File: src/inc/peq_pkg.sv
// shared constants for the event qualifier and its per-counter decoders
package peq_pkg;
   // event select field width and supported event codes
   localparam int SEL_W = 6;
   localparam logic [5:0] EV_BP_ONE = 6'h24;
   localparam logic [5:0] EV_BP_TWO = 6'h25;
   localparam logic [5:0] EV_BP_THREE = 6'h26;
   localparam logic [5:0] EV_IRQ = 6'h27;
   localparam logic [5:0] EV_DACC = 6'h28;
   localparam logic [5:0] EV_DMISS = 6'h29;
   localparam logic [5:0] EV_OWN = 6'h2a;
   localparam logic [5:0] EV_PACKED_OP = 6'h2b;
   // width of a per-clock increment (at most three occurrences)
   localparam int INC_W = 2;
   // number of cache-line address bits compared by the miss filter
   localparam int LINE_W = 27;
   // burst-ready strobes in one line fill, and the last beat index
   localparam logic [2:0] FILL_BEATS = 3'h4;
   localparam logic [2:0] FILL_LAST = 3'h3;
   // pin synchroniser bit positions
   localparam int PIN_W = 5;
   localparam int PIN_BURST = 0;
   localparam int PIN_REQ = 1;
   localparam int PIN_PEER_HIT = 2;
   localparam int PIN_HIT = 3;
   localparam int PIN_GNT = 4;
   // idle level of the pins: the three active-low ones sit high
   localparam logic [4:0] PIN_RST = 5'h0d;
   // counter indices
   localparam logic CTR_ZERO = 1'b0;
   localparam logic CTR_ONE = 1'b1;
   // states of the line-fill tracker
   typedef enum logic [0:0] {
      FILL_IDLE = 1'b0,
      FILL_BUSY = 1'b1
   } peq_fill_type;
endpackage : peq_pkg

File: src/inc/peq_evt_if.sv
// qualified per-clock event occurrences passed to the counter decoders
`timescale 1ns/1ns
`default_nettype none
interface peq_evt_if;
   import peq_pkg::*;
   logic [INC_W-1:0] bp_one; // matches on debug_addr_reg_one
   logic [INC_W-1:0] bp_two; // matches on debug_addr_reg_two
   logic [INC_W-1:0] bp_three; // matches on debug_addr_reg_three
   logic irq; // taken_irq_event
   logic [INC_W-1:0] dacc; // qualified data accesses
   logic [INC_W-1:0] dmiss; // qualified data misses
   logic own_wait; // one clock of bus ownership latency
   logic own_xfer; // one bus ownership transfer
   logic pk_op_u; // packed op in primary pipe
   logic pk_op_v; // packed op in secondary pipe
   modport src (
      output bp_one, bp_two, bp_three, irq, dacc, dmiss,
      output own_wait, own_xfer, pk_op_u, pk_op_v
   );
   modport dec (
      input bp_one, bp_two, bp_three, irq, dacc, dmiss,
      input own_wait, own_xfer, pk_op_u, pk_op_v
   );
endinterface : peq_evt_if
`default_nettype wire

File: src/hw/peq_decode.sv
// event-code decoder for one performance counter
`timescale 1ns/1ns
`default_nettype none
module peq_decode
   import peq_pkg::*;
#(
   parameter logic CTR = CTR_ZERO // which counter this decoder serves
) (
   input wire logic [SEL_W-1:0] i_evsel,
   peq_evt_if.dec ev,
   output logic [INC_W-1:0] o_inc
);
   // widen a single-bit occurrence to an increment
   function automatic logic [INC_W-1:0] one_inc(input logic b);
      one_inc = {{(INC_W-1){1'b0}}, b};
   endfunction : one_inc

   // pick the occurrence count for the selected code
   always_comb begin
      case (i_evsel)
         EV_BP_ONE: o_inc = ev.bp_one;
         EV_BP_TWO: o_inc = ev.bp_two;
         EV_BP_THREE: o_inc = ev.bp_three;
         EV_IRQ: o_inc = one_inc(ev.irq);
         EV_DACC: o_inc = ev.dacc;
         EV_DMISS: o_inc = ev.dmiss;
         // counter-specific codes differ between the two counters
         EV_OWN: begin
            o_inc = (CTR == CTR_ZERO) ? one_inc(ev.own_wait)
                                      : one_inc(ev.own_xfer);
         end
         EV_PACKED_OP: begin
            o_inc = (CTR == CTR_ZERO) ? one_inc(ev.pk_op_u)
                                      : one_inc(ev.pk_op_v);
         end
         default: o_inc = '0;
      endcase
   end
endmodule : peq_decode
`default_nettype wire

File: src/hw/peq_top.sv
// event qualification for two counters, event codes 24h to 2bh
`timescale 1ns/1ns
`default_nettype none
module peq_top
   import peq_pkg::*;
(
   input wire logic i_clk, // processor clock
   input wire logic i_rst_n, // synchronous reset, active low
   input wire logic i_ce, // clock enable, freezes all state
   input wire logic [SEL_W-1:0] i_evsel0, // event code of counter 0
   input wire logic [SEL_W-1:0] i_evsel1, // event code of counter 1
   input wire logic i_bp_enabled, // any breakpoint enabled
   input wire logic [2:0] i_bp_code_u, // code match, primary pipe
   input wire logic [2:0] i_bp_code_v, // code match, secondary pipe
   input wire logic [2:0] i_bp_data, // data breakpoint match
   input wire logic i_taken_irq_event, // maskable or nmi taken
   input wire logic [1:0] i_dacc_valid, // data access slots
   input wire logic [1:0] i_dacc_io, // slot targets I/O space
   input wire logic [1:0] i_dacc_walk, // slot is a table walk read
   input wire logic [1:0] i_dacc_miss, // slot missed the data cache
   input wire logic [1:0] i_dacc_cacheable, // miss starts a line fill
   input wire logic [LINE_W-1:0] i_dacc_line0, // line of slot 0
   input wire logic [LINE_W-1:0] i_dacc_line1, // line of slot 1
   input wire logic i_burst_ready_n, // pin, active low
   input wire logic i_private_bus_request, // pin
   input wire logic i_peer_hit_modified_n, // pin, active low
   input wire logic i_hit_modified_n, // pin, active low
   input wire logic i_private_bus_grant, // pin
   input wire logic i_pk_op_u, // packed op retired, primary pipe
   input wire logic i_pk_op_v, // packed op retired, secondary pipe
   output logic [INC_W-1:0] o_inc0, // increment for counter 0
   output logic [INC_W-1:0] o_inc1 // increment for counter 1
);
   // count set bits of a two-bit occurrence vector
   // shared by the breakpoint sums and the data-access sums
   function automatic logic [INC_W-1:0] pop2(input logic [1:0] v);
      pop2 = {1'b0, v[0]} + {1'b0, v[1]};
   endfunction : pop2

   // same line as the fill in progress
   function automatic logic line_hit(input logic [LINE_W-1:0] a,
                                     input logic [LINE_W-1:0] b);
      line_hit = (a == b);
   endfunction : line_hit

   peq_evt_if ev (); // qualified occurrences
   logic [INC_W-1:0] dec0; // decoder output, counter 0
   logic [INC_W-1:0] dec1; // decoder output, counter 1

   // pins move at any phase of the clock, so nothing but the first
   // stage looks at them; pin events pay two clocks of latency for it
   // pin synchroniser, first stage read only by the second
   logic [PIN_W-1:0] pin_s1_r;
   logic [PIN_W-1:0] pin_s2_r;
   logic [PIN_W-1:0] pin_s1_nxt;
   logic [PIN_W-1:0] pin_s2_nxt;
   logic burst_s; // burst ready seen this clock
   logic req_s; // private_bus_request, synchronised
   logic gnt_s; // private_bus_grant, synchronised
   logic req_any; // any ownership request this clock

   // bus ownership state
   logic req_prev_r; // request level one clock ago
   logic req_prev_nxt;
   logic wait_r; // waiting for grant
   logic wait_nxt;

   // line-fill tracker
   peq_fill_type fill_r;
   peq_fill_type fill_nxt;
   logic [LINE_W-1:0] fill_line_r; // line being filled
   logic [LINE_W-1:0] fill_line_nxt;
   logic [2:0] beats_r; // burst-ready strobes seen so far
   logic [2:0] beats_nxt;
   logic supp; // repeat misses are being swallowed

   // access qualification
   logic [1:0] dacc_q; // counted data accesses
   logic [1:0] miss_q; // counted data misses
   logic [1:0] same_line; // slot hits the line under fill

   logic [INC_W-1:0] inc0_nxt;
   logic [INC_W-1:0] inc1_nxt;

   // next values of the pin synchroniser
   always_comb begin
      pin_s1_nxt = {i_private_bus_grant, i_hit_modified_n,
                    i_peer_hit_modified_n, i_private_bus_request,
                    i_burst_ready_n};
      pin_s2_nxt = pin_s1_r;
   end

   // two flops per pin, idle levels under reset
   always_ff @(posedge i_clk) begin
      if (!i_rst_n) begin
         pin_s1_r <= PIN_RST;
         pin_s2_r <= PIN_RST;
      end else if (i_ce) begin
         pin_s1_r <= pin_s1_nxt;
         pin_s2_r <= pin_s2_nxt;
      end
   end

   // synchronised pin levels, active-low ones turned round
   always_comb begin
      burst_s = ~pin_s2_r[PIN_BURST];
      req_s = pin_s2_r[PIN_REQ];
      gnt_s = pin_s2_r[PIN_GNT];
      req_any = req_s | ~pin_s2_r[PIN_PEER_HIT] | ~pin_s2_r[PIN_HIT];
   end

   // breakpoint, interrupt and packed-op occurrences
   always_comb begin
      // data matches count whether breakpoints are enabled or not
      // disabled breakpoints: secondary-pipe code matches are not checked
      ev.bp_one = pop2({i_bp_code_u[0], i_bp_code_v[0] & i_bp_enabled})
                  + {1'b0, i_bp_data[0]};
      ev.bp_two = pop2({i_bp_code_u[1], i_bp_code_v[1] & i_bp_enabled})
                  + {1'b0, i_bp_data[1]};
      ev.bp_three = pop2({i_bp_code_u[2], i_bp_code_v[2] & i_bp_enabled})
                    + {1'b0, i_bp_data[2]};
      ev.irq = i_taken_irq_event;
      ev.pk_op_u = i_pk_op_u;
      ev.pk_op_v = i_pk_op_v;
   end

   // data access and miss qualification
   always_comb begin
      same_line[0] = line_hit(i_dacc_line0, fill_line_r);
      same_line[1] = line_hit(i_dacc_line1, fill_line_r);
      // a walk read that also misses is kept out of both counts
      // split halves arrive as separate slots, so each counts alone
      dacc_q = i_dacc_valid & ~i_dacc_io & ~i_dacc_walk;
      // hit or miss does not matter for the access count
      miss_q = dacc_q & i_dacc_miss & ~({2{supp}} & same_line);
      ev.dacc = pop2(dacc_q);
      ev.dmiss = pop2(miss_q);
   end

   // only one fill is tracked at a time: a cacheable miss while busy
   // starts nothing, so repeats to that second line count as misses;
   // one line register was traded against a small miss overcount
   // line-fill tracker: swallow repeats after first beat until the last
   always_comb begin
      fill_nxt = fill_r;
      fill_line_nxt = fill_line_r;
      beats_nxt = beats_r;
      supp = (fill_r == FILL_BUSY) && (beats_r != 3'h0);
      case (fill_r)
         FILL_IDLE: begin
            // slot 0 wins if both slots start a fill at once
            if (miss_q[0] && i_dacc_cacheable[0]) begin
               fill_nxt = FILL_BUSY;
               fill_line_nxt = i_dacc_line0;
               beats_nxt = 3'h0;
            end else if (miss_q[1] && i_dacc_cacheable[1]) begin
               fill_nxt = FILL_BUSY;
               fill_line_nxt = i_dacc_line1;
               beats_nxt = 3'h0;
            end
         end
         FILL_BUSY: begin
            if (burst_s) begin
               // fourth strobe closes the fill
               if (beats_r == FILL_LAST) begin
                  fill_nxt = FILL_IDLE;
                  beats_nxt = 3'h0;
               end else begin
                  beats_nxt = beats_r + 3'h1;
               end
            end
         end
         default: begin
            fill_nxt = FILL_IDLE;
            beats_nxt = 3'h0;
         end
      endcase
   end

   // fill tracker registers
   always_ff @(posedge i_clk) begin
      if (!i_rst_n) begin
         fill_r <= FILL_IDLE;
         fill_line_r <= '0;
         beats_r <= 3'h0;
      end else if (i_ce) begin
         fill_r <= fill_nxt;
         fill_line_r <= fill_line_nxt;
         beats_r <= beats_nxt;
      end
   end

   // a request pulse shorter than a clock may slip past the
   // synchroniser and go uncounted; pins are expected to hold
   // for several clocks, as ownership requests do
   // bus ownership: wait clocks from earliest request to grant
   always_comb begin
      ev.own_wait = (wait_r | req_any) & ~gnt_s;
      ev.own_xfer = req_s & ~req_prev_r;
      wait_nxt = ev.own_wait;
      req_prev_nxt = req_s;
   end

   // ownership registers
   always_ff @(posedge i_clk) begin
      if (!i_rst_n) begin
         wait_r <= 1'b0;
         req_prev_r <= 1'b0;
      end else if (i_ce) begin
         wait_r <= wait_nxt;
         req_prev_r <= req_prev_nxt;
      end
   end

   // one decoder per counter since codes 2ah and 2bh differ
   peq_decode #(.CTR(CTR_ZERO)) u_dec0 (
      .i_evsel(i_evsel0),
      .ev(ev.dec),
      .o_inc(dec0)
   );
   peq_decode #(.CTR(CTR_ONE)) u_dec1 (
      .i_evsel(i_evsel1),
      .ev(ev.dec),
      .o_inc(dec1)
   );

   // increments are registered so the counter adder sees clean flops
   // the flop costs one clock of latency, accepted for a short path
   always_comb begin
      inc0_nxt = dec0;
      inc1_nxt = dec1;
   end

   // output registers
   always_ff @(posedge i_clk) begin
      if (!i_rst_n) begin
         o_inc0 <= '0;
         o_inc1 <= '0;
      end else if (i_ce) begin
         o_inc0 <= inc0_nxt;
         o_inc1 <= inc1_nxt;
      end
   end
endmodule : peq_top
`default_nettype wire

File: config.mk
export PLATFORM = sky130hd
export DESIGN_NAME = peq_top
export DESIGN_NICKNAME = d
export VERILOG_FILES = /design/src/inc/peq_pkg.sv /design/src/inc/peq_evt_if.sv /design/src/hw/peq_decode.sv /design/src/hw/peq_top.sv
export SDC_FILE = /design/constraint.sdc
export NUM_CORES = 1
export LEC_CHECK = 0
export ABC_AREA = 1
export BUFFER_PORTS_ARGS = -buffer_cell sky130_fd_sc_hd__buf_2
export CORE_MARGIN = 2
export CORE_UTILIZATION = 53
export DETAILED_ROUTE_END_ITERATION = 16
export PLACE_DENSITY_LB_ADDON = 0.25
export SETUP_SLACK_MARGIN = 0.02
export SLEW_MARGIN = 20
export SYNTH_ARGS = -nofsm -noshare
export SYNTH_HDL_FRONTEND = slang
export SYNTH_SLANG_ARGS = --single-unit
export TNS_END_PERCENT = 50
File: constraint.sdc
create_clock -name i_clk -period 3 [get_ports i_clk]
set_clock_uncertainty 0.2 [all_clocks]
set_input_delay 0.45 -clock i_clk [delete_from_list [all_inputs] [get_ports i_clk]]
set_output_delay 0.45 -clock i_clk [all_outputs]
set_load 0.01 [all_outputs]
# After elaboration in Yosys (flattened, before gate mapping)
# Cells that the tools add are included.
[op_classes]
add_sub_neg = 9
eq_ne = 21
mux = 14
bitwise = 21
n_reduce_logical = 7
[ops]
columns = ["op", "n"]
rows = [
  ["6-bit == test (second input constant)", 16],
  ["27-bit == test", 2],
  ["27-bit 2-to-1 mux", 2],
  ["2-bit case mux with 8 select lines", 2],
  ["3-bit 2-to-1 mux", 4],
  ["1-bit by 1-bit adder with 2-bit output", 5],
  ["2-bit bitwise AND", 5],
  ["2-bit by 1-bit adder with 2-bit output", 3],
  ["2-bit NOT", 3],
  ["3-bit case mux with 2 select lines", 1],
  ["3-bit AND reduction", 2],
  ["1-bit bitwise AND", 5],
  ["1-bit NOT", 5],
  ["1-bit 2-to-1 mux", 4],
  ["3-bit by 1-bit adder with 3-bit output (second input constant)", 1],
  ["3-bit by 2-bit == test with 1-bit output (second input constant)", 1],
  ["1-bit logical AND", 3],
  ["3-bit inequality test (second input constant)", 1],
  ["1-bit OR", 3],
  ["3-bit nonzero test", 1],
  ["2-bit inequality test (second input constant)", 1],
  ["1-bit case mux with 2 select lines", 1],
  ["2-bit nonzero test", 1],
]
[word_totals]
reg_bits = 47
in_bits = 97
output_inout_bits = 4
elab_cells = 81

# Logic depth before layout (Yosys ltp)
[depth]
depth_word = 9
mapped_depth = 17
ltp_nobuf = 16

# Hierarchy
# A second synthesis with hierarchy kept.
[unflattened]
hier_cells = 607
hier_area_um2 = 3599.7
[modules_own_cells]
columns = ["mod", "instances", "cells_per_inst", "area_each_um2", "seq_area_each_um2"]
rows = [
  ["peq_top", 1, 531, 3214.3, 940.9],
  ["peq_decode", 2, 38, 192.7, 0.0],
]

# Least setup slack after synthesis
# Ideal clock, no wire load.
[synth_timing]
kind = "reg-to-reg"
start = "reg beats_r[0]"
end = "reg o_inc0[0]"
setup_time_ns = 0.125
t_arrival_ns = 1.879
t_required_ns = 2.675
setup_slack_ns = 0.796
stages_incl_launch_ff = 16
n_path_buf = 0
synth_period_minus_slack_ns = 2.204
cell_sequence = "dfxtp_1 -> inv_1 -> ha_1 -> inv_1 -> nor2_1 -> nor2_1 -> nand2_1 -> nor2_1 -> nand2_1 -> nor2_1 -> a21boi_0 -> ha_1 -> nand3_1 -> nand3_1 -> o31ai_1 -> a21oi_1"
[synth_via]
elab_chain_len = 7
[synth_rtl]
columns = ["item", "line_no", "rtl"]
rows = [
  ["start: declaration", "peq_top.sv:73", "logic [2:0] beats_r;"],
  ["start signal: assignment", "peq_top.sv:189", "beats_r <= beats_nxt;"],
  ["3-bit nonzero test", "peq_top.sv:148", "supp = (fill_r == FILL_BUSY) && (beats_r != 3'h0);"],
  ["1-bit logical AND", "peq_top.sv:148", ""],
  ["2-bit bitwise AND", "peq_top.sv:135", "miss_q = dacc_q & i_dacc_miss & ~({2{supp}} & same_line);"],
  ["2-bit NOT", "peq_top.sv:135", ""],
  ["2-bit bitwise AND", "peq_top.sv:135", ""],
  ["1-bit by 1-bit adder with 2-bit output", "peq_top.sv:37", "pop2 = {1'b0, v[0]} + {1'b0, v[1]};"],
  ["2-bit case mux with 8 select lines", "peq_decode.sv:20", "case (i_evsel)"],
  ["end signal: assignment", "peq_top.sv:240", "o_inc0 <= inc0_nxt;"],
  ["end: declaration", "peq_top.sv:31", "output logic [INC_W-1:0] o_inc0,"],
]
# Every way passes these cells.
# A chain may end at the register's enable or synchronous reset.

# Worst setup path after layout
# Same ends and word-level chain as after synthesis.

==> run_results.csv <==
group,metric,value,unit
synthesis,ys_ff_latch,47,
sta,worst_pin_slew,0.7417,ns
global_route,overflow,0,
sta,timing.final.crit_share,0.8756,
run,drv_cap,0,
pwr,peakVddDrop,0.3296,mV
final_layout,num_antenna_cells,0,
placed_design,dp_hpwl,6284,µm
hold_path,holdPathStages,3,
clock_tree,path_clk_slew,0.08,ns
synthesis,synth_cells,591,
final_layout,multiInputGateArea,2097,µm²
placed_design,dpl_cell_area,3990,µm²
sta,final-setup-viol-count,0,
route,wl_per_cell,10.62,µm
route,drtIter0Drc,177,
setup_path,r2r_cells,15,
clock_tree,cts_tree,"built",
synthesis,avgSynthCellArea,5.905,µm²
setup_path,crit_type,"register to register",
pwr,leakage,2.250,nW
setup_path,worstSetupEndpointType,"register",
route,dr_total_vias,3732,
hold_path,min_from,"i_peer_hit_modified_n",
setup_path,crit_arrival,2.61,ns
setup_path,cpMostUsedCell,"nor2_1",
synthesis,syn_area,3490,µm²
final_layout,instances_no_fill,761,
floorplanning,die_width,85.14,µm
placed_design,pre_cts_slack,0.3428,ns
setup_path,cp_top_family,"simple AND/OR/NAND/NOR gates",
floorplanning,chipHeight,85.14,µm
route,wirelength,8083,µm
sta,timing.fmax,380.7,MHz
setup_path,crit_chain,"inv_1 -> ha_1 -> inv_1 -> nor2_1 -> nor2_1 -> nand2_1 -> nor2_1 -> nand2_1 -> nor2_1 -> a21boi_0 -> ha_1 -> nand3_1 -> nand3_1 -> o31ai_1 -> a21oi_1",
final_layout,final_area,4099,µm²
clock_tree,root_buffer,"clkbuf_8",
sta,whs,0.1570,ns
route,drtAntennaViolNets,0,
hold_path,hold_path.class,"primary input to register",
sta,slew_viol_final,0,
sta,period_minus_slack,2.627,ns
synthesis,synth_nets,695,
final_layout,seqCellArea,940.9,µm²
setup_path,r2r_slack,0.37,ns
pwr,fin_total_pwr,1.359,mW
global_route,grt_pass1_vias,3546,
floorplanning,coreArea,6350,µm²
setup_path,crit_fanout,3,
global_route,grt_pass1_wl,13900,µm
sta,fin_ws,0.3733,ns
final_layout,syn_to_final_growth,17.46,%
route,drtPass1Iterations,4,
final_layout,layout-drive-gt1-share,0.1681,
setup_path,critPathSlowestCell,"ha_1",
setup_path,worst-path-buf-inv,2,
outcome,status,"completed",
setup_path,r2r_start,"beats_r[0]",
synthesis,ys_types,32,
global_route,grt_max_degree,56,
pwr,p_per_area,331.7,nW/µm²
final_layout,num-fill-cells,631,
global_route,gr-usage-all-layers,0.2292,
placed_design,place_inst,753,
setup_path,cp.required,2.98,ns
global_route,grt_antenna_before_repair,0,
hold_path,hold_end,"pin_s1_r[2]",
route,drc,0,
setup_path,worstSetupStartpoint,"beats_r[0]",
sta,rsz0062_at_grt,"no",
floorplanning,dieArea,7249,µm²
clock_tree,clock-sinks,47,
floorplanning,rows,29,
final_layout,nets,787,
final_layout,post-route-util,0.6455,
setup_path,critPathMaxStageDelay,0.36,ns
sta,finalSetupTns,0,ns
clock_tree,cts_buffers,5,
floorplanning,start_util,0.5496,
setup_path,r2r_end,"o_inc0[0]",
clock_tree,clockBufferDepth,2,
placed_design,port-buffer-count,100,
placed_design,gp_congestion,0.9329,
synthesis,yosysWarnings,0,
clock_tree,ctsHtreeMaxLevel,2,
floorplanning,num_io_pins,101,
synthesis,ys_seq_area_frac,0.2696,
route,vias_per_cell,4.904,
sta,slew_headroom,0.5055,
setup_path,start_kind,"register",
clock_tree,worstSkewPairLatency,0.29,ns
sta,hold_viol,0,
-- power breakdown --
part	switching [mW]	total (mW)	internal [mW]
clock	0.207	0.418	0.211
sequential	0.0159	0.662	0.646
combinational	0.155	0.280	0.125
-- registers in the layout, indices dropped and copies added, names as in the netlist, 2 cells and up --
signal / cells
pin_s1_r: 5
pin_s2_r: 5
o_inc0: 2
fill_line_r: 27
o_inc1: 2
beats_r: 3
-- worst reg2reg max path, cell delays in order, from the launching register on --
cell and delay (ns):
dfxtp_1 0.34, inv_1 0.07, ha_1 0.19, inv_1 0.05, nor2_1 0.04, nor2_1 0.14
nand2_1 0.08, nor2_1 0.11, nand2_1 0.08, nor2_1 0.14, a21boi_0 0.17, ha_1 0.36
nand3_1 0.09, nand3_1 0.07, o31ai_1 0.27, a21oi_1 0.10
-- worst max path at each step --
stage                                  to  slack [ns]  cells past startpoint
after floorplan                 o_inc0[0]        0.80                     15
after global placement          o_inc0[0]        0.31                      9
after detailed placement        o_inc0[0]        0.34                      9
after CTS                  fill_line_r[1]        0.36                     16
after global routing      fill_line_r[14]        0.17                     16
final                           o_inc0[0]        0.37                     15
-- Yosys cell counts --
cell,n,area share
nor4_1,1,0.0018
o211ai_1,2,0.0043
o21ai_0,34,0.049
fa_1,3,0.017
a31oi_1,1,0.0018
nand3_1,33,0.047
buf_4,3,0.0065
nand4_1,12,0.022
dfxtp_1,47,0.27
inv_2,1,0.0011
nor3_1,1,0.0014
a21boi_0,2,0.0043
buf_2,2,0.0029
buf_6,5,0.016
o31ai_1,2,0.0043
inv_1,89,0.096
o21bai_1,1,0.0022
nand3_4,1,0.0050
and2_1,1,0.0018
xor2_1,4,0.010
buf_1,3,0.0032
nor3b_1,2,0.0043
ha_1,4,0.014
clkinv_1,1,0.0011
or2_2,1,0.0018
nand2_1,190,0.20
nand2_4,2,0.0065
xnor2_1,30,0.075
clkbuf_1,5,0.0054
a21oi_1,8,0.011
o21ai_1,3,0.0043
nor2_1,97,0.10
-- metal layers --
metal	GRT usage	wire length, µm	vias up
met1	0.2702	3533	1639
met2	0.4240	3996	104
li1	-	-	1981
met4	0.05772	56	0
met5	0	0	-
met3	0.04377	496	8
-- what timing repair did --
| action | 4_1_cts | 5_1_grt |
|---|---|---|
| setup endpoints to repair | 0 | 3 |
| endpoints found under the hold margin | 0 | 0 |
| buffers inserted | 0 | 0 |
| hold buffers | 0 | 0 |
| resized for setup | 0 | 1 |
-- area by class of cell --
type	count	area share
Clock buffer	8	0.02442
Tap cell	77	0.02350
Timing Repair Buffer	103	0.1276
Inverter	91	0.08333
Sequential cell	47	0.2295
Multi-Input combinational cell	435	0.5116
-- cells by family (layout without fill, tap and decap cells) --
logic type               after synthesis  after routing  synth area share
AND/OR/NAND/NOR                      341            341            0.4001
adder cells (fa/ha/maj)                7              7           0.03155
AO/OA/AOI/OAI                         53             53           0.08139
flip-flops                            47             47            0.2696
buffers and inverters                109            202            0.1319
XOR/XNOR                              34             34           0.08533
-- cells in the final DEF (no fill, tap or decap), drive strengths merged --
cell type / netlist / layout
nand2: 192 / 192
buf: 13 / 103
nor2: 97 / 97
inv: 90 / 90
dfxtp: 47 / 47
o21ai: 37 / 37
nand3: 34 / 34
xnor2: 30 / 30
nand4: 12 / 12
a21oi: 8 / 8
clkbuf: 5 / 8
xor2: 4 / 4
ha: 4 / 4
fa: 3 / 3
nor3b: 2 / 2
a21boi: 2 / 2
o31ai: 2 / 2
o211ai: 2 / 2
and2: 1 / 1
clkinv: 1 / 1
o21bai: 1 / 1
a31oi: 1 / 1
nor3: 1 / 1
nor4: 1 / 1
or2: 1 / 1
Note: power is estimated with default switching activity, not from simulation.
